[config.mk]
export PLATFORM = sky130hd
export DESIGN_NAME = cdr_regs
export DESIGN_NICKNAME = d
export VERILOG_FILES = /design/src/core/cdr_pkg.sv /design/src/core/cdr_regs.sv
export SDC_FILE = /design/constraint.sdc
export NUM_CORES = 1
export LEC_CHECK = 0
export BUFFER_PORTS_ARGS = -buffer_cell sky130_fd_sc_hd__buf_2
export CELL_PAD_IN_SITES_DETAIL_PLACEMENT = 1
export CELL_PAD_IN_SITES_GLOBAL_PLACEMENT = 1
export CORE_ASPECT_RATIO = 0.5
export CORE_MARGIN = 3
export CORE_UTILIZATION = 38
export DETAILED_ROUTE_END_ITERATION = 10
export PLACE_DENSITY = 0.83
export SLEW_MARGIN = 20
export SYNTH_ARGS = -nofsm -noshare
export SYNTH_HDL_FRONTEND = slang
export SYNTH_SLANG_ARGS = --single-unit
export TNS_END_PERCENT = 100
[constraint.sdc]
create_clock -name sys_clk -period 4.7 [get_ports sys_clk]
set_clock_uncertainty 0.2 [all_clocks]
set_input_delay 0.94 -clock sys_clk [delete_from_list [all_inputs] [get_ports sys_clk]]
set_output_delay 0.94 -clock sys_clk [all_outputs]
set_load 0.01 [all_outputs]
[src/core/cdr_pkg.sv]
package cdr_pkg;

    localparam int CDR_DW = 16;
    localparam int CDR_AW = 8;

    // Register word offsets on the bus
    localparam logic [7:0] CDR_OFS_PC = 8'h00;
    localparam logic [7:0] CDR_OFS_ACC = 8'h04;
    localparam logic [7:0] CDR_OFS_TMP = 8'h08;
    localparam logic [7:0] CDR_OFS_INDEX = 8'h0c;
    localparam logic [7:0] CDR_OFS_EXTRA = 8'h10;
    localparam logic [7:0] CDR_OFS_STACK = 8'h14;
    localparam logic [7:0] CDR_OFS_STATUS = 8'h18;
    localparam logic [7:0] CDR_OFS_BANKADDR = 8'h1c;
    localparam logic [7:0] CDR_OFS_STATE = 8'h20;

    // Reset values
    localparam logic [15:0] CDR_PC_RST = 16'h0000;
    localparam logic [15:0] CDR_WORD_RST = 16'h0000;
    localparam logic [15:0] CDR_PSW_RST = 16'h0030;

    // Banked register area: eight bytes per bank
    localparam logic [15:0] CDR_BANK_BASE = 16'h0100;
    localparam int CDR_BANK_SHIFT = 3;
    localparam int CDR_BANK_BITS = 4;

    // Memory map boundaries
    localparam logic [15:0] CDR_IO_TOP = 16'h007f;
    localparam logic [15:0] CDR_DATA_TOP = 16'h027f;
    localparam logic [15:0] CDR_VECT_BASE = 16'hffc0;

    typedef enum logic [2:0] {
        CDR_SEL_PC = 3'h0,
        CDR_SEL_ACC = 3'h1,
        CDR_SEL_TMP = 3'h2,
        CDR_SEL_INDEX = 3'h3,
        CDR_SEL_EXTRA = 3'h4,
        CDR_SEL_STACK = 3'h5,
        CDR_SEL_STATUS = 3'h6
    } cdr_sel_t;

    typedef enum logic [2:0] {
        CDR_ALU_NONE = 3'h0,
        CDR_ALU_ADD = 3'h1,
        CDR_ALU_SUB = 3'h2,
        CDR_ALU_SHL = 3'h3,
        CDR_ALU_SHR = 3'h4
    } cdr_alu_op_t;

    typedef enum logic [1:0] {
        CDR_MEM_IO = 2'h0,
        CDR_MEM_DATA = 2'h1,
        CDR_MEM_PROG = 2'h2,
        CDR_MEM_VECT = 2'h3
    } cdr_mem_t;

    typedef struct packed {
        logic valid;
        cdr_sel_t sel;
        logic [15:0] data;
    } cdr_wr_t;

    typedef struct packed {
        cdr_alu_op_t op;
        logic wide;
    } cdr_alu_t;

    typedef struct packed {
        logic halfCarry;
        logic intEnable;
        logic [1:0] interruptPriorityMask;
        logic negative;
        logic zero;
        logic overflow;
        logic carry;
    } cdr_flags_t;

    typedef struct packed {
        logic [7:0] bankSelectPointer;
        cdr_flags_t conditionFlagsByte;
    } cdr_psw_t;

    // Mask and request codes 00 and 01 both mean level 1
    function automatic logic [1:0] cdr_level(input logic [1:0] code);
        cdr_level = (code == 2'h0) ? 2'h1 : code;
    endfunction

endpackage

[src/core/cdr_regs.sv]
`timescale 1ns/100ps
// Notes on behaviour
// RULE1: Sixteen-bit program counter addresses fetch.
// RULE2: Accumulator and temporary are sixteen-bit operands.
// RULE3: Sixteen-bit index, extra and stack pointers.
// RULE4: Status word: bank pointer high, flags low.
// RULE5: Half carry tracks bit three carry.
// RULE6: Interrupt enable gates interrupts, reset clears.
// RULE7: Accept only requests below priority mask.
// RULE8: Negative flag copies result top bit.
// RULE9: Zero flag set on zero result.
// RULE10: Overflow flag marks two's complement overflow.
// RULE11: Carry from bit seven, or shift-out.
// RULE12: Eight-byte banks, sixteen, chosen by pointer.
// RULE13: Map: I/O low, data, program, vectors top.
// RULE14: Bank base from pointer, fixed conversion.
module cdr_regs
    import cdr_pkg::*;
#(
    parameter logic [15:0] DATA_TOP = CDR_DATA_TOP,
    parameter logic [15:0] VECT_BASE = CDR_VECT_BASE
) (
    input wire logic sys_clk,
    input wire logic rst,
    input wire logic psel,
    input wire logic penable,
    input wire logic pwrite,
    input wire logic [CDR_AW-1:0] paddr,
    input wire logic [31:0] pwdata,
    output logic [31:0] prdata,
    output logic pready,
    output logic pslverr,
    input wire cdr_wr_t cpuWr,
    input wire logic pcInc,
    input wire cdr_alu_t aluCmd,
    input wire logic irqReq,
    input wire logic [1:0] irqLevel,
    input wire logic [2:0] gprSel,
    input wire logic [15:0] memAddr,
    output logic [CDR_DW-1:0] pcOut,
    output logic [CDR_DW-1:0] accOut,
    output logic [CDR_DW-1:0] tmpOut,
    output logic [CDR_DW-1:0] indexOut,
    output logic [CDR_DW-1:0] extraOut,
    output logic [CDR_DW-1:0] stackOut,
    output cdr_psw_t pswOut,
    output logic irqAccept,
    output logic [15:0] gprAddr,
    output cdr_mem_t memRegion
);

    ////////////////////////////////////////////////////////////////////////
    logic [CDR_DW-1:0] pc_reg, pc_next, acc_reg, acc_next, tmp_reg, tmp_next;
    logic [CDR_DW-1:0] index_reg, index_next, extra_reg, extra_next;
    logic [CDR_DW-1:0] stack_reg, stack_next;
    cdr_psw_t psw_reg, psw_next;
    logic irqAccept_reg, irqAccept_next;
    logic [15:0] gprAddr_reg, gprAddr_next;
    cdr_mem_t memRegion_reg, memRegion_next;
    logic [31:0] prdata_reg, prdata_next;
    logic pready_reg, pready_next, pslverr_reg, pslverr_next;

    logic apbSetup, apbWrite, addrOk, addrRo;
    logic [31:0] rdMux;
    logic [16:0] sum17;
    logic [8:0] sum9;
    logic [15:0] aluRes;
    logic isSub, resMsb, opMsbA, opMsbB;

    assign apbSetup = psel && !penable;
    assign apbWrite = psel && penable && pready_reg && pwrite;

    always_comb begin
        addrOk = 1'b1;
        addrRo = 1'b0;
        rdMux = 32'h0000_0000;
        case (paddr)
            CDR_OFS_PC: rdMux[15:0] = pc_reg;
            CDR_OFS_ACC: rdMux[15:0] = acc_reg;
            CDR_OFS_TMP: rdMux[15:0] = tmp_reg;
            CDR_OFS_INDEX: rdMux[15:0] = index_reg;
            CDR_OFS_EXTRA: rdMux[15:0] = extra_reg;
            CDR_OFS_STACK: rdMux[15:0] = stack_reg;
            CDR_OFS_STATUS: rdMux[15:0] = psw_reg;
            CDR_OFS_BANKADDR: begin
                rdMux[15:0] = gprAddr_reg;
                addrRo = 1'b1;
            end
            CDR_OFS_STATE: begin
                rdMux[2:0] = {memRegion_reg, irqAccept_reg};
                addrRo = 1'b1;
            end
            default: addrOk = 1'b0;
        endcase
    end

    ////////////////////////////////////////////////////////////////////////
    // Arithmetic on accumulator (first operand) and temporary (second)
    always_comb begin
        isSub = (aluCmd.op == CDR_ALU_SUB);
        sum17 = isSub ? ({1'b0, acc_reg} - {1'b0, tmp_reg}) : ({1'b0, acc_reg} + {1'b0, tmp_reg}); // RULE2
        sum9 = isSub ? ({1'b0, acc_reg[7:0]} - {1'b0, tmp_reg[7:0]})
                     : ({1'b0, acc_reg[7:0]} + {1'b0, tmp_reg[7:0]});
        // Byte operations leave the upper accumulator byte untouched
        aluRes = aluCmd.wide ? sum17[15:0] : {acc_reg[15:8], sum9[7:0]}; // RULE2
        case (aluCmd.op)
            CDR_ALU_SHL: aluRes = aluCmd.wide ? {acc_reg[14:0], 1'b0} : {acc_reg[15:8], acc_reg[6:0], 1'b0};
            CDR_ALU_SHR: aluRes = aluCmd.wide ? {1'b0, acc_reg[15:1]} : {acc_reg[15:8], 1'b0, acc_reg[7:1]};
            default: ;
        endcase
        resMsb = aluCmd.wide ? aluRes[15] : aluRes[7];
        opMsbA = aluCmd.wide ? acc_reg[15] : acc_reg[7];
        opMsbB = aluCmd.wide ? tmp_reg[15] : tmp_reg[7];
    end

    ////////////////////////////////////////////////////////////////////////
    always_comb begin
        pc_next = pc_reg;
        acc_next = acc_reg;
        tmp_next = tmp_reg;
        index_next = index_reg;
        extra_next = extra_reg;
        stack_next = stack_reg;
        psw_next = psw_reg;
        if (pcInc) begin
            pc_next = pc_reg + 16'h0001; // RULE1
        end
        // PC increment first, then software, then sequencer writes, then the ALU: later wins
        if (apbWrite && addrOk && !addrRo) begin
            case (paddr)
                CDR_OFS_PC: pc_next = pwdata[15:0];
                CDR_OFS_ACC: acc_next = pwdata[15:0];
                CDR_OFS_TMP: tmp_next = pwdata[15:0];
                CDR_OFS_INDEX: index_next = pwdata[15:0]; // RULE3
                CDR_OFS_EXTRA: extra_next = pwdata[15:0];
                CDR_OFS_STACK: stack_next = pwdata[15:0];
                CDR_OFS_STATUS: psw_next = pwdata[15:0]; // RULE4
                default: ;
            endcase
        end
        if (cpuWr.valid) begin
            case (cpuWr.sel)
                CDR_SEL_PC: pc_next = cpuWr.data; // RULE1
                CDR_SEL_ACC: acc_next = cpuWr.data;
                CDR_SEL_TMP: tmp_next = cpuWr.data;
                CDR_SEL_INDEX: index_next = cpuWr.data; // RULE3
                CDR_SEL_EXTRA: extra_next = cpuWr.data;
                CDR_SEL_STACK: stack_next = cpuWr.data;
                CDR_SEL_STATUS: psw_next = cpuWr.data; // RULE4
                default: ;
            endcase
        end
        // Flags set by hardware win over a same-cycle software write
        if (aluCmd.op != CDR_ALU_NONE) begin
            acc_next = aluRes;
            psw_next.conditionFlagsByte.negative = resMsb; // RULE8
            psw_next.conditionFlagsByte.zero = aluCmd.wide ? (aluRes == 16'h0000) : (aluRes[7:0] == 8'h00); // RULE9
            case (aluCmd.op)
                CDR_ALU_SHL: begin
                    psw_next.conditionFlagsByte.carry = opMsbA; // RULE11
                    psw_next.conditionFlagsByte.overflow = 1'b0;
                end
                CDR_ALU_SHR: begin
                    psw_next.conditionFlagsByte.carry = acc_reg[0]; // RULE11
                    psw_next.conditionFlagsByte.overflow = 1'b0;
                end
                default: begin
                    psw_next.conditionFlagsByte.carry = aluCmd.wide ? sum17[16] : sum9[8]; // RULE11
                    psw_next.conditionFlagsByte.halfCarry = acc_reg[4] ^ tmp_reg[4] ^ aluRes[4]; // RULE5
                    psw_next.conditionFlagsByte.overflow = isSub ? ((opMsbA != opMsbB) && (resMsb != opMsbA))
                                                                 : ((opMsbA == opMsbB) && (resMsb != opMsbA)); // RULE10
                end
            endcase
        end
    end

    ////////////////////////////////////////////////////////////////////////
    always_comb begin
        irqAccept_next = irqReq && psw_reg.conditionFlagsByte.intEnable // RULE6
            && (cdr_level(irqLevel) < cdr_level(psw_reg.conditionFlagsByte.interruptPriorityMask)); // RULE7
        // Fixed conversion: bank n starts eight bytes per bank above the base
        gprAddr_next = CDR_BANK_BASE
            + {9'h000, psw_reg.bankSelectPointer[CDR_BANK_BITS-1:0], 3'h0} + {13'h0000, gprSel}; // RULE12 RULE14
        if (memAddr <= CDR_IO_TOP) begin
            memRegion_next = CDR_MEM_IO; // RULE13
        end else if (memAddr <= DATA_TOP) begin
            memRegion_next = CDR_MEM_DATA;
        end else if (memAddr >= VECT_BASE) begin
            memRegion_next = CDR_MEM_VECT;
        end else begin
            memRegion_next = CDR_MEM_PROG;
        end
        // Zero-wait answer: pready is raised for the access cycle only
        pready_next = apbSetup;
        prdata_next = apbSetup ? rdMux : prdata_reg;
        pslverr_next = apbSetup ? (!addrOk || (pwrite && addrRo)) : pslverr_reg;
    end

    always_ff @(posedge sys_clk) begin
        if (rst) begin
            pc_reg <= CDR_PC_RST;
            acc_reg <= CDR_WORD_RST;
            tmp_reg <= CDR_WORD_RST;
            index_reg <= CDR_WORD_RST;
            extra_reg <= CDR_WORD_RST;
            stack_reg <= CDR_WORD_RST;
            psw_reg <= CDR_PSW_RST; // RULE6
            irqAccept_reg <= 1'b0;
            gprAddr_reg <= CDR_BANK_BASE;
            memRegion_reg <= CDR_MEM_IO;
            prdata_reg <= 32'h0000_0000;
            pready_reg <= 1'b0;
            pslverr_reg <= 1'b0;
        end else begin
            pc_reg <= pc_next;
            acc_reg <= acc_next;
            tmp_reg <= tmp_next;
            index_reg <= index_next;
            extra_reg <= extra_next;
            stack_reg <= stack_next;
            psw_reg <= psw_next;
            irqAccept_reg <= irqAccept_next;
            gprAddr_reg <= gprAddr_next;
            memRegion_reg <= memRegion_next;
            prdata_reg <= prdata_next;
            pready_reg <= pready_next;
            pslverr_reg <= pslverr_next;
        end
    end

    assign pcOut = pc_reg;
    assign accOut = acc_reg;
    assign tmpOut = tmp_reg;
    assign indexOut = index_reg;
    assign extraOut = extra_reg;
    assign stackOut = stack_reg;
    assign pswOut = psw_reg;
    assign irqAccept = irqAccept_reg;
    assign gprAddr = gprAddr_reg;
    assign memRegion = memRegion_reg;
    assign prdata = prdata_reg;
    assign pready = pready_reg;
    assign pslverr = pslverr_reg;

    ////////////////////////////////////////////////////////////////////////
    logic aluByteAdd;
    assign aluByteAdd = (aluCmd.op == CDR_ALU_ADD) && !aluCmd.wide;

    property p_ie_reset;
        @(posedge sys_clk) rst |=> !pswOut.conditionFlagsByte.intEnable && !irqAccept;
    endproperty
    a_ie_reset: assert property (p_ie_reset) else $error("enable flag not cleared by reset"); // RULE6

    property p_ie_blocks;
        @(posedge sys_clk) disable iff (rst) !pswOut.conditionFlagsByte.intEnable |=> !irqAccept;
    endproperty
    a_ie_blocks: assert property (p_ie_blocks) else $error("interrupt accepted while disabled"); // RULE6

    property p_level;
        @(posedge sys_clk) disable iff (rst)
            irqReq && pswOut.conditionFlagsByte.intEnable |=> irqAccept ==
            (cdr_level($past(irqLevel)) < cdr_level($past(pswOut.conditionFlagsByte.interruptPriorityMask)));
    endproperty
    a_level: assert property (p_level) else $error("priority compare wrong"); // RULE7

    property p_neg_zero;
        @(posedge sys_clk) disable iff (rst)
            aluCmd.op != CDR_ALU_NONE && !aluCmd.wide |=>
            pswOut.conditionFlagsByte.negative == accOut[7] && pswOut.conditionFlagsByte.zero == (accOut[7:0] == 8'h00);
    endproperty
    a_neg_zero: assert property (p_neg_zero) else $error("negative or zero flag wrong"); // RULE8 RULE9

    property p_half;
        @(posedge sys_clk) disable iff (rst)
            aluByteAdd |=> pswOut.conditionFlagsByte.halfCarry ==
            (({1'b0, $past(accOut[3:0])} + {1'b0, $past(tmpOut[3:0])}) > 5'h0f);
    endproperty
    a_half: assert property (p_half) else $error("half carry wrong"); // RULE5

    property p_carry_ovf;
        @(posedge sys_clk) disable iff (rst)
            aluByteAdd |=> pswOut.conditionFlagsByte.carry ==
            (({1'b0, $past(accOut[7:0])} + {1'b0, $past(tmpOut[7:0])}) > 9'h0ff)
            && pswOut.conditionFlagsByte.overflow ==
            (($past(accOut[7]) == $past(tmpOut[7])) && (accOut[7] != $past(accOut[7])));
    endproperty
    a_carry_ovf: assert property (p_carry_ovf) else $error("carry or overflow wrong"); // RULE10 RULE11

    property p_shift;
        @(posedge sys_clk) disable iff (rst)
            aluCmd.op == CDR_ALU_SHR |=> pswOut.conditionFlagsByte.carry == $past(accOut[0]);
    endproperty
    a_shift: assert property (p_shift) else $error("shift-out not in carry"); // RULE11

    property p_bank;
        @(posedge sys_clk) disable iff (rst)
            1'b1 |=> gprAddr == CDR_BANK_BASE + {5'h00, $past(pswOut.bankSelectPointer[3:0]), $past(gprSel)};
    endproperty
    a_bank: assert property (p_bank) else $error("bank address wrong"); // RULE12 RULE14

    property p_region;
        @(posedge sys_clk) disable iff (rst)
            memAddr <= CDR_IO_TOP ##1 memAddr >= VECT_BASE |-> memRegion == CDR_MEM_IO ##1 memRegion == CDR_MEM_VECT;
    endproperty
    a_region: assert property (p_region) else $error("memory region wrong"); // RULE13

    property p_pc_inc;
        @(posedge sys_clk) disable iff (rst)
            pcInc && !cpuWr.valid && !apbWrite |=> pcOut == $past(pcOut) + 16'h0001;
    endproperty
    a_pc_inc: assert property (p_pc_inc) else $error("counter did not advance"); // RULE1

endmodule

# Yosys cells after proc, flatten, opt, wreduce, memory -nomap -nowiden

Index checks and enable logic that the tools add are counted.

Shifts and indexed selects: 0
Divide/modulo/power cells: 0
Add/sub/neg operators: 7
Muxes and demuxes: 54
Multipliers: 0
$lt $le $gt $ge: 4
Bitwise gates (word level): 2
Reduce and logical (&&, ||, !) cells: 27
Equality and inequality tests: 20

Operators with widths:

| cell                                                                               | number |
|---|---|
| 16-bit 2-to-1 mux                                                                  | 33 |
| 13-bit one-hot mux with 8 select lines                                             | 1 |
| 8-bit by 5-bit == test with 1-bit output, second input constant                    | 4 |
| 16-bit one-hot mux with 2 select lines                                             | 1 |
| 3-bit one-hot mux with 9 select lines                                              | 1 |
| 16-bit by 16-bit adder with 17-bit output                                          | 1 |
| 17-bit 2-to-1 mux                                                                  | 1 |
| 16-bit by 16-bit subtractor with 17-bit output                                     | 1 |
| 16-bit by 1-bit adder with 16-bit output, second input constant                    | 1 |
| 8-bit by 4-bit == test with 1-bit output, second input constant                    | 2 |
| 16-bit greater-or-equal comparator, second input constant                          | 1 |
| 16-bit by 10-bit less-or-equal comparator with 1-bit output, second input constant | 1 |
| 16-bit by 7-bit less-or-equal comparator with 1-bit output, second input constant  | 1 |
| 16-bit logical NOT                                                                 | 1 |
| 8-bit logical NOT                                                                  | 2 |
| 3-bit by 2-bit == test with 1-bit output, second input constant                    | 4 |
| 3-bit == test, second input constant                                               | 4 |
| 1-bit 2-to-1 mux                                                                   | 12 |
| 10-bit by 3-bit adder with 11-bit output                                           | 1 |
| 1-bit logical AND                                                                  | 11 |
| 9-bit by 7-bit adder with 10-bit output, first input constant                      | 1 |
| 8-bit by 8-bit adder with 9-bit output                                             | 1 |
| 9-bit 2-to-1 mux                                                                   | 1 |
| 9-bit OR reduction                                                                 | 1 |
| other kinds (18)                                                                   | 26 |

Register bits: 149
Input bits: 92
ROM bits: 0
Memories kept: 0
RAM bits: 0
Bits in latches: 0

# Depth between registers and ports, before layout

Gate-level depths: netlist of run 1.

Word-level depth: 10
Mapped depth: 17
Mapped depth without buffers: 16

# Worst setup path before layout of run 1

No wires, ideal clock.

Kind: in2reg
Start point: input aluCmd[3] (netlist name)
End point: register psw_reg, in the netlist pswOut[2]
Setup time: 0.059 ns
Path buffers: 2
Slack: 0.544 ns
Data arrival time: 3.897 ns
Stages: 16
Cells stage by stage: buf_2 nand2b_1 or2_2 clkbuf_1 o21ai_0 inv_1 ha_1 nand2b_1 a211oi_2 nor4_1 o21ai_1 a211oi_1 mux2i_1 nand3_1 nor4_1 a41o_1

Cells in the longest elaborated chain, start to end: 7

Ends and longest elaborated chain:

| what                                                           | RTL line                         | RTL |
|---|---|---|
| from (decl)                                                    | cdr_regs.sv:35                   | `input wire cdr_alu_t aluCmd,` |
| 3-bit by 2-bit == test with 1-bit output                       | cdr_regs.sv:100                  | `isSub = (aluCmd.op == CDR_ALU_SUB);` |
| 9-bit 2-to-1 mux / 17-bit 2-to-1 mux (equally long branches)   | cdr_regs.sv:102, cdr_regs.sv:101 |  |
| 16-bit 2-to-1 mux                                              | cdr_regs.sv:105                  | `aluRes = aluCmd.wide ? sum17[15:0] : {acc_reg[15:8], sum9[7:0]};` |
| 16-bit one-hot mux with 2 select lines                         | cdr_regs.sv:106                  | `case (aluCmd.op)` |
| 16-bit logical NOT / 8-bit logical NOT (equally long branches) | cdr_regs.sv:157                  | `psw_next.conditionFlagsByte.zero = aluCmd.wide ? (aluRes == 16'h0000) : (aluRes[7:0] == 8'h00);` |
| 1-bit 2-to-1 mux                                               | cdr_regs.sv:157                  |  |
| 4-bit 2-to-1 mux *                                             | cdr_regs.sv:154                  | `if (aluCmd.op != CDR_ALU_NONE) begin` |
| to (signal assigned)                                           | cdr_regs.sv:221                  | `psw_reg <= psw_next;` |
| to (decl)                                                      | cdr_regs.sv:56                   | `cdr_psw_t psw_reg, psw_next;` |

Mark *: on every way between the ends. The rest lies on a longest branch, timed or not.
A chain may end at the register's enable or synchronous reset.

# Worst setup path after layout of run 1

Ends and elaborated chain as after synthesis.

==> results of run 1 <==
[placed cells by master, fill, tap and decap left out, drive strengths merged, types with 6 or more instances in the layout]
cell type / Yosys / final
buf: 56 / 236
nor2: 188 / 188
dfxtp: 140 / 140
nand2: 118 / 118
nand3: 103 / 103
a311oi: 66 / 66
a21oi: 59 / 59
a211oi: 59 / 59
mux2i: 26 / 26
conb: 2 / 25
xnor2: 23 / 23
nor3: 23 / 23
clkbuf: 62 / 21
a22oi: 20 / 20
a222oi: 20 / 20
ha: 19 / 19
o21ai: 19 / 19
xor2: 18 / 18
inv: 15 / 15
nor2b: 13 / 13
a221oi: 13 / 13
a221o: 11 / 11
a31oi: 10 / 10
nand4: 7 / 7
and3: 7 / 7
nor4: 7 / 7
nand2b: 6 / 6
or2: 6 / 6
[kinds of logic after synthesis]
logic type,Yosys count
flip-flops,140
buffers and inverters,133
AO/OA/AOI/OAI,317
other,2
AND/OR/NAND/NOR,500
XOR/XNOR,41
multiplexers,27
adder cells (fa/ha/maj),20
[worst min-delay path, delay by kind of cell, from the launching register on]
| family | cells | cell delay (ps) |
|---|---|---|
| simple gates | 1 | 100 |
| flops | 1 | 300 |
| compound gates | 1 | 50 |
[where the power goes]
part           leakage [µW]  internal [µW]  switching [µW]
combinational       0.00313            507             773
sequential          0.00114           1270             169
clock              0.000297            900             542
total               0.00457           2680            1480
[through the flow]
step,utilization [%],instances,area [µm²],power (µW)
after global placement,44.2,1628,10200,2640
final,47.0,1662,10900,4160
after CTS,46.9,1660,10800,4140
after detailed placement,44.2,1628,10200,2700
after global routing,47.0,1662,10900,4350
after floorplan,-,1203,9160,2250
[synthesized netlist by cell type (4+ instances only)]
library cell / n
xnor2_1: 23
a21oi_1: 58
ha_1: 19
a311oi_1: 66
o21ai_0: 15
nor3_1: 20
o21ai_1: 4
nand3b_1: 4
or3_1: 4
o21a_1: 5
a221oi_1: 13
a31oi_1: 10
nor2b_1: 13
and3_1: 7
xor2_1: 18
a222oi_1: 20
nor2_1: 187
clkbuf_1: 62
nand3_1: 103
nand2_1: 114
buf_4: 31
a22oi_1: 20
buf_2: 20
a221o_1: 11
and2_1: 5
a211oi_1: 57
inv_1: 15
nand2b_1: 6
a22o_1: 5
nand4_1: 7
mux2i_1: 26
dfxtp_1: 140
or2_2: 6
o211ai_1: 5
nor4_1: 4
[metal layers]
metal,track usage (%),part of all wire [%],up-vias
li1,-,-,4664
met1,43.4,42,5297
met5,0,0,-
met3,6.53,11,88
met2,49.1,45,584
met4,10.0,2.5,0
[worst paths after layout]
path                                        startpoint  slack, ps  cells after the start                      to
worst max-delay path                         aluCmd[3]        450                     15    pswOut[2]$_SDFF_PP0_
worst max register to register    tmpOut[4]$_SDFF_PP0_        520                     15    pswOut[2]$_SDFF_PP0_
worst min register to register  prdata[7]$_SDFFE_PP0P_        300                      2  prdata[7]$_SDFFE_PP0P_
worst min-delay path            prdata[7]$_SDFFE_PP0P_        300                      2  prdata[7]$_SDFFE_PP0P_
[layout make-up]
cell class / count / share of cell area (%)
inverters: 15 / 0.518
well taps: 307 / 3.54
diodes: 2 / 0.0461
flip-flops and latches: 140 / 25.8
clock buffers: 21 / 4.15
multi-input cells: 930 / 52.8
repair buffers: 236 / 11.6
clock inverters: 11 / 1.54
==> metrics.md, run 1 <==
| Metric | Value |
|---|---|
| Resized cells post-CTS | 0 |
| Die width | 224 µm |
| Final Cycle Share | 90.4% |
| Post-DP HPWL | 30600 µm |
| Critical Path Source Type | input pin |
| Post-Route WL | 41500 µm |
| Setup TNS | 0 ps |
| DIE HEIGHT | 115 µm |
| Main combinational cell family by area after synthesis | compound AO/OA/AOI/OAI gates |
| Hold Buf Count CTS | 0 |
| Yosys top cell area share | 30.9% |
| Outcome | finished, final reports clean |
| Worst-skew pair later-pin latency | 440 ps |
| Clk slew on worst S/H paths | 60 ps |
| Crit path required time | 4880 ps |
| Largest net degree at the start of global routing | 113 |
| Vias | 10600 |
| Synth Register Bits | 140 |
| WL/cell | 25.0 µm |
| Worst slew margin | 20.7% |
| First-pass GRT wire length | 62700 µm |
| Clock Path Buffers | 2 |
| Final setup violation count | 0 |
| Hold WS | 303 ps |
| Initial antenna violation count | 2 |
| CTS Buf Count | 17 |
| IO Pins | 257 |
| Synth Flop Type | dfxtp_1 |
| Fraction of layout cells with a size suffix above 1 | 22.0% |
| First-pass detailed-route iteration total | 8 |
| CTS tree | yes |
| Endpoints failing hold | 0 |
| H-tree depth | 4 |
| Clk sinks | 140 |
| Hold Path Class | flop to flop |
| Max stage delay cell, worst path | nor4_1 |
| DRT iter0 DRCs | 1441 |
| CP arrival | 4430 ps |
| Crit end category | flop |
| Max_cap viols | 0 |
| Area of the multi-input gates | 5730 µm² |
| Die Area | 25900 µm² |
| Sequential-to-total area share from yosys stat | 30.9% |
| LEAKAGE | 0.00457 µW |
| Slew @ Worst Pin | 1160 ps |
| Post-synthesis xor/xnor area fraction | 3.96% |
| Power Density | 383 nW/µm² |
| Compound-Gate Fraction of Synth Area | 26.5% |
| CP max FO | 8 |
| Worst setup margin | 450 ps |
| Worst path max stage delay | 510 ps |
| Area Overhead vs Synth | 19.8% |
| Synth async-reset ratio | 0% |
| # port buffers | 209 |
| Final min period | 4250 ps |
| Leading post-synthesis cells by cell area | dfxtp_1 31%, nor2_1 7.7%, a311oi_1 6.4% |
| Syn_area_per_cell | 7.69 µm² |
| Drt drc | 0 |
| Cell taking the most area after synthesis | dfxtp_1 |
| Yosys Warn Count | 0 |
| Core Area | 23100 µm² |
| Post CTS Setup Buffer Count | 0 |
| Starting Density | 39.2% |
| GP Congestion | 0.995 |
| Adder-cell area share of the yosys netlist | 2.84% |
| VDD IR-drop max | 0.282 mV |
| Setup CP Type | input pin to flop |
| Row cnt | 39 |
| DR vias/cell | 6.40 |
| CP Cell Sequence | buf_2 -> nand2b_1 -> or2_2 -> o21ai_0 -> inv_1 -> ha_1 -> nand2b_1 -> a211oi_2 -> nor4_1 -> o21ai_1 -> a211oi_1 -> mux2i_1 -> nand3_1 -> nor4_1 -> a41o_1 |
| Sequential cell area | 2800 µm² |
| Final nets | 1452 |
| GR Overflow Total | 0 |
| Unique cell type count in the Yosys netlist | 74 |
| Vias in the first global route | 10300 |
| Buf/Inv on CP | 2 |
| CTS Root Cell | clkbuf_16 |
| DP Worst Slack | 27.8 ps |
| Filler cells | 2915 |
| Mapped Area | 9070 µm² |
| RSZ-0062 raised after global routing | no |
| F_max | 235 MHz |
| Tot GR Track Use | 31.3% |
| Top Family by Delay on Critical Path | simple AND/OR/NAND/NOR gates |
| Post-synth EDFFs | 0 |
| Slew Viols, Final | 0 |
| Antenna viol nets, final | 0 |
| Simple-gate portion of the synthesized area | 25.5% |
| Mux contribution to synthesized area | 2.99% |
| Cells after Synth | 1180 |
Note: power is estimated with default switching activity, not from simulation.
==> inputs of run 2 (changes only) <==
--- a/config.mk
+++ b/config.mk
@@ -5,14 +5,16 @@
 export SDC_FILE = /design/constraint.sdc
 export NUM_CORES = 1
 export LEC_CHECK = 0
+export ABC_AREA = 1
 export BUFFER_PORTS_ARGS = -buffer_cell sky130_fd_sc_hd__buf_2
 export CELL_PAD_IN_SITES_DETAIL_PLACEMENT = 1
 export CELL_PAD_IN_SITES_GLOBAL_PLACEMENT = 1
 export CORE_ASPECT_RATIO = 0.5
 export CORE_MARGIN = 3
-export CORE_UTILIZATION = 38
+export CORE_UTILIZATION = 37
 export DETAILED_ROUTE_END_ITERATION = 10
-export PLACE_DENSITY = 0.83
+export PLACE_DENSITY = 0.84
+export SKIP_CTS_REPAIR_TIMING = 1
 export SLEW_MARGIN = 20
 export SYNTH_ARGS = -nofsm -noshare
 export SYNTH_HDL_FRONTEND = slang
==> run 2 against run 1 <==
Against the previous run: first-iteration DRC count up 4.6%; design area grew 7.2%; sequential power is 3% lower; core utilization shrank 1.3 points.
==> metrics.md, run 2 <==
| Metric | Value |
|---|---|
| Clk sinks | 140 |
| Antenna viol nets, final | 0 |
| Final min period | 3920 ps |
| CP arrival | 4090 ps |
| IO Pins | 257 |
| Crit end category | flop |
| Most frequent cell after synthesis | nand2_1 |
| Synth Flop Type | dfxtp_1 |
| Critical Path Source Type | input pin |
| Fraction of layout cells with a size suffix above 1 | 16.0% |
| Core Area | 25500 µm² |
| Clk slew on worst S/H paths | 70 ps |
| Area of the multi-input gates | 5620 µm² |
| Post-DP HPWL | 35600 µm |
| Sequential cell area | 2800 µm² |
| Most instantiated cells after synthesis | 423 x nand2_1, 243 x inv_1, 143 x o21ai_0 |
| Final nets | 1844 |
| Post-Route WL | 47400 µm |
| Hold Path Class | flop to flop |
| Outcome | finished, final reports clean |
| Yosys top cell area share | 28.8% |
| Most frequent cells in the layout | 423 x nand2_1, 242 x inv_1, 209 x buf_2 |
| Filler cells | 3535 |
| Clock Path Buffers | 2 |
| Unique cell type count in the Yosys netlist | 48 |
| Die width | 235 µm |
| CP most frequent cell | nand2_1 |
| Row cnt | 41 |
| Max_cap viols | 0 |
| Largest net degree at the start of global routing | 74 |
| Drt drc | 0 |
| LEAKAGE | 0.00588 µW |
| Slew Viols, Final | 0 |
| Setup TNS | 0 ps |
| CP Cell Sequence | buf_2 -> nor3_1 -> inv_1 -> nand2_1 -> o21ai_0 -> xor2_1 -> inv_1 -> ha_1 -> nand2_1 -> nor2_1 -> and2_1 -> nand2_1 -> nand3_1 -> nand3_1 -> nand2_1 -> nand2_1 -> nor2_1 -> nand2_1 -> o21bai_1 -> nand2_1 -> a21oi_1 |
| Worst-skew pair later-pin latency | 450 ps |
| Endpoints failing hold | 0 |
| H-tree depth | 4 |
| Final core occ | 45.7% |
| CP max FO | 13 |
| Vias in the first global route | 11600 |
| Buf/Inv on CP | 3 |
| Antenna Cells | 0 |
| Slew @ Worst Pin | 999 ps |
| Sequential-to-total area share from yosys stat | 28.8% |
| RSZ-0062 raised after global routing | no |
| DR vias/cell | 5.73 |
| Cells after Synth | 1560 |
| DIE HEIGHT | 121 µm |
| Leading post-synthesis cells by cell area | dfxtp_1 29%, nand2_1 16%, inv_1 9.4% |
| CTS Buf Count | 17 |
| Final Cycle Share | 83.4% |
| First-pass GRT wire length | 69500 µm |
| Top Family by Delay on Critical Path | simple AND/OR/NAND/NOR gates |
| Post-synth EDFFs | 0 |
| Power Density | 373 nW/µm² |
| Vias | 12000 |
| Mapped Area | 9730 µm² |
| WL/cell | 22.7 µm |
| Crit path required time | 4870 ps |
| DRT iter0 DRCs | 1508 |
| Tot GR Track Use | 32.2% |
| Final setup violation count | 0 |
| VDD IR-drop max | 0.203 mV |
| Area Overhead vs Synth | 19.7% |
| F_max | 255 MHz |
| GR Overflow Total | 0 |
| GP Congestion | 1.02 |
| Setup CP Type | input pin to flop |
| Synth Register Bits | 140 |
| Yosys Warn Count | 0 |
| Commonest non-fill, non-tap cell in the layout | nand2_1 |
| Syn_area_per_cell | 6.23 µm² |
| Initial antenna violation count | 2 |
| Worst path max stage delay | 370 ps |
| CTS Root Cell | clkbuf_16 |
| Max stage delay cell, worst path | ha_1 |
| Die Area | 28400 µm² |
| CTS tree | yes |
| First-pass detailed-route iteration total | 5 |
| Hold WS | 268 ps |
| Worst slew margin | 33.2% |
| Synth async-reset ratio | 0% |
| Starting Density | 38.1% |
| Cell taking the most area after synthesis | dfxtp_1 |
| # port buffers | 209 |
[run 2: cells by family after synthesis]
family,share of synthesized area [%]
flops,28.8
fa+ha+maj,2.65
other cells,0.0772
buf+inv,14.5
compound gates,25.5
simple gates,25.9
xor+xnor,2.61
[run 2: layer usage]
metal	part of all wire, %	vias up	routed length (µm)	track usage, %
li1	-	5440	-	-
met1	40	5748	18900	40.1
met2	44	622	21000	51.0
met3	11	149	5160	9.75
met4	4.7	4	2240	15.7
met5	0.057	-	27	0
[run 2: final timing paths]
path | cells after the start | to | from | slack (ps)
worst min-delay path | 2 | prdata[12]$_SDFFE_PP0P_ | prdata[12]$_SDFFE_PP0P_ | 270
worst max-delay path | 21 | pswOut[2]$_SDFF_PP0_ | aluCmd[3] | 780
worst max register to register | 22 | pswOut[2]$_SDFF_PP0_ | tmpOut[4]$_SDFF_PP0_ | 860
worst min register to register | 2 | prdata[12]$_SDFFE_PP0P_ | prdata[12]$_SDFFE_PP0P_ | 270
[run 2: worst register-to-register path, delay by kind of cell (launching register included)]
kind                       cells  cell delay, ps
and+or+nand+nor               14            1420
AOI/OAI and AO/OA              5             870
DFF                            1             360
adders and majority gates      1             360
xor gates and xnor gates       1             330
buffers and inverters          1             240
[run 2: stage by stage]
step           setup WS [ps]  instance area (µm²)  power [µW]  std cells
2_1_floorplan            989                 9810        2260       1583
6_report                 782                11600        4350       2089
5_1_grt                  357                11600        4550       2089
3_3_place_gp             437                11000        2680       2057
3_5_place_dp             363                11000        2720       2057
4_1_cts                  799                11600        4300       2089
[run 2: power by group]
| part | total [µW] | internal [µW] | switching, µW |
|---|---|---|---|
| Sequential | 1400 | 1260 | 146 |
| Combinational | 1340 | 442 | 897 |
| Clock | 1600 | 1010 | 588 |
| Total | 4350 | 2720 | 1630 |
[run 2: area by class of cell]
type                    instances  area share, %
clock buffers                  19           3.80
multi-input cells            1098           48.3
repair buffers                226           10.1
inverters                     249           8.03
flip-flops and latches        140           24.1
well taps                     344           3.70
clock inverters                13           2.05
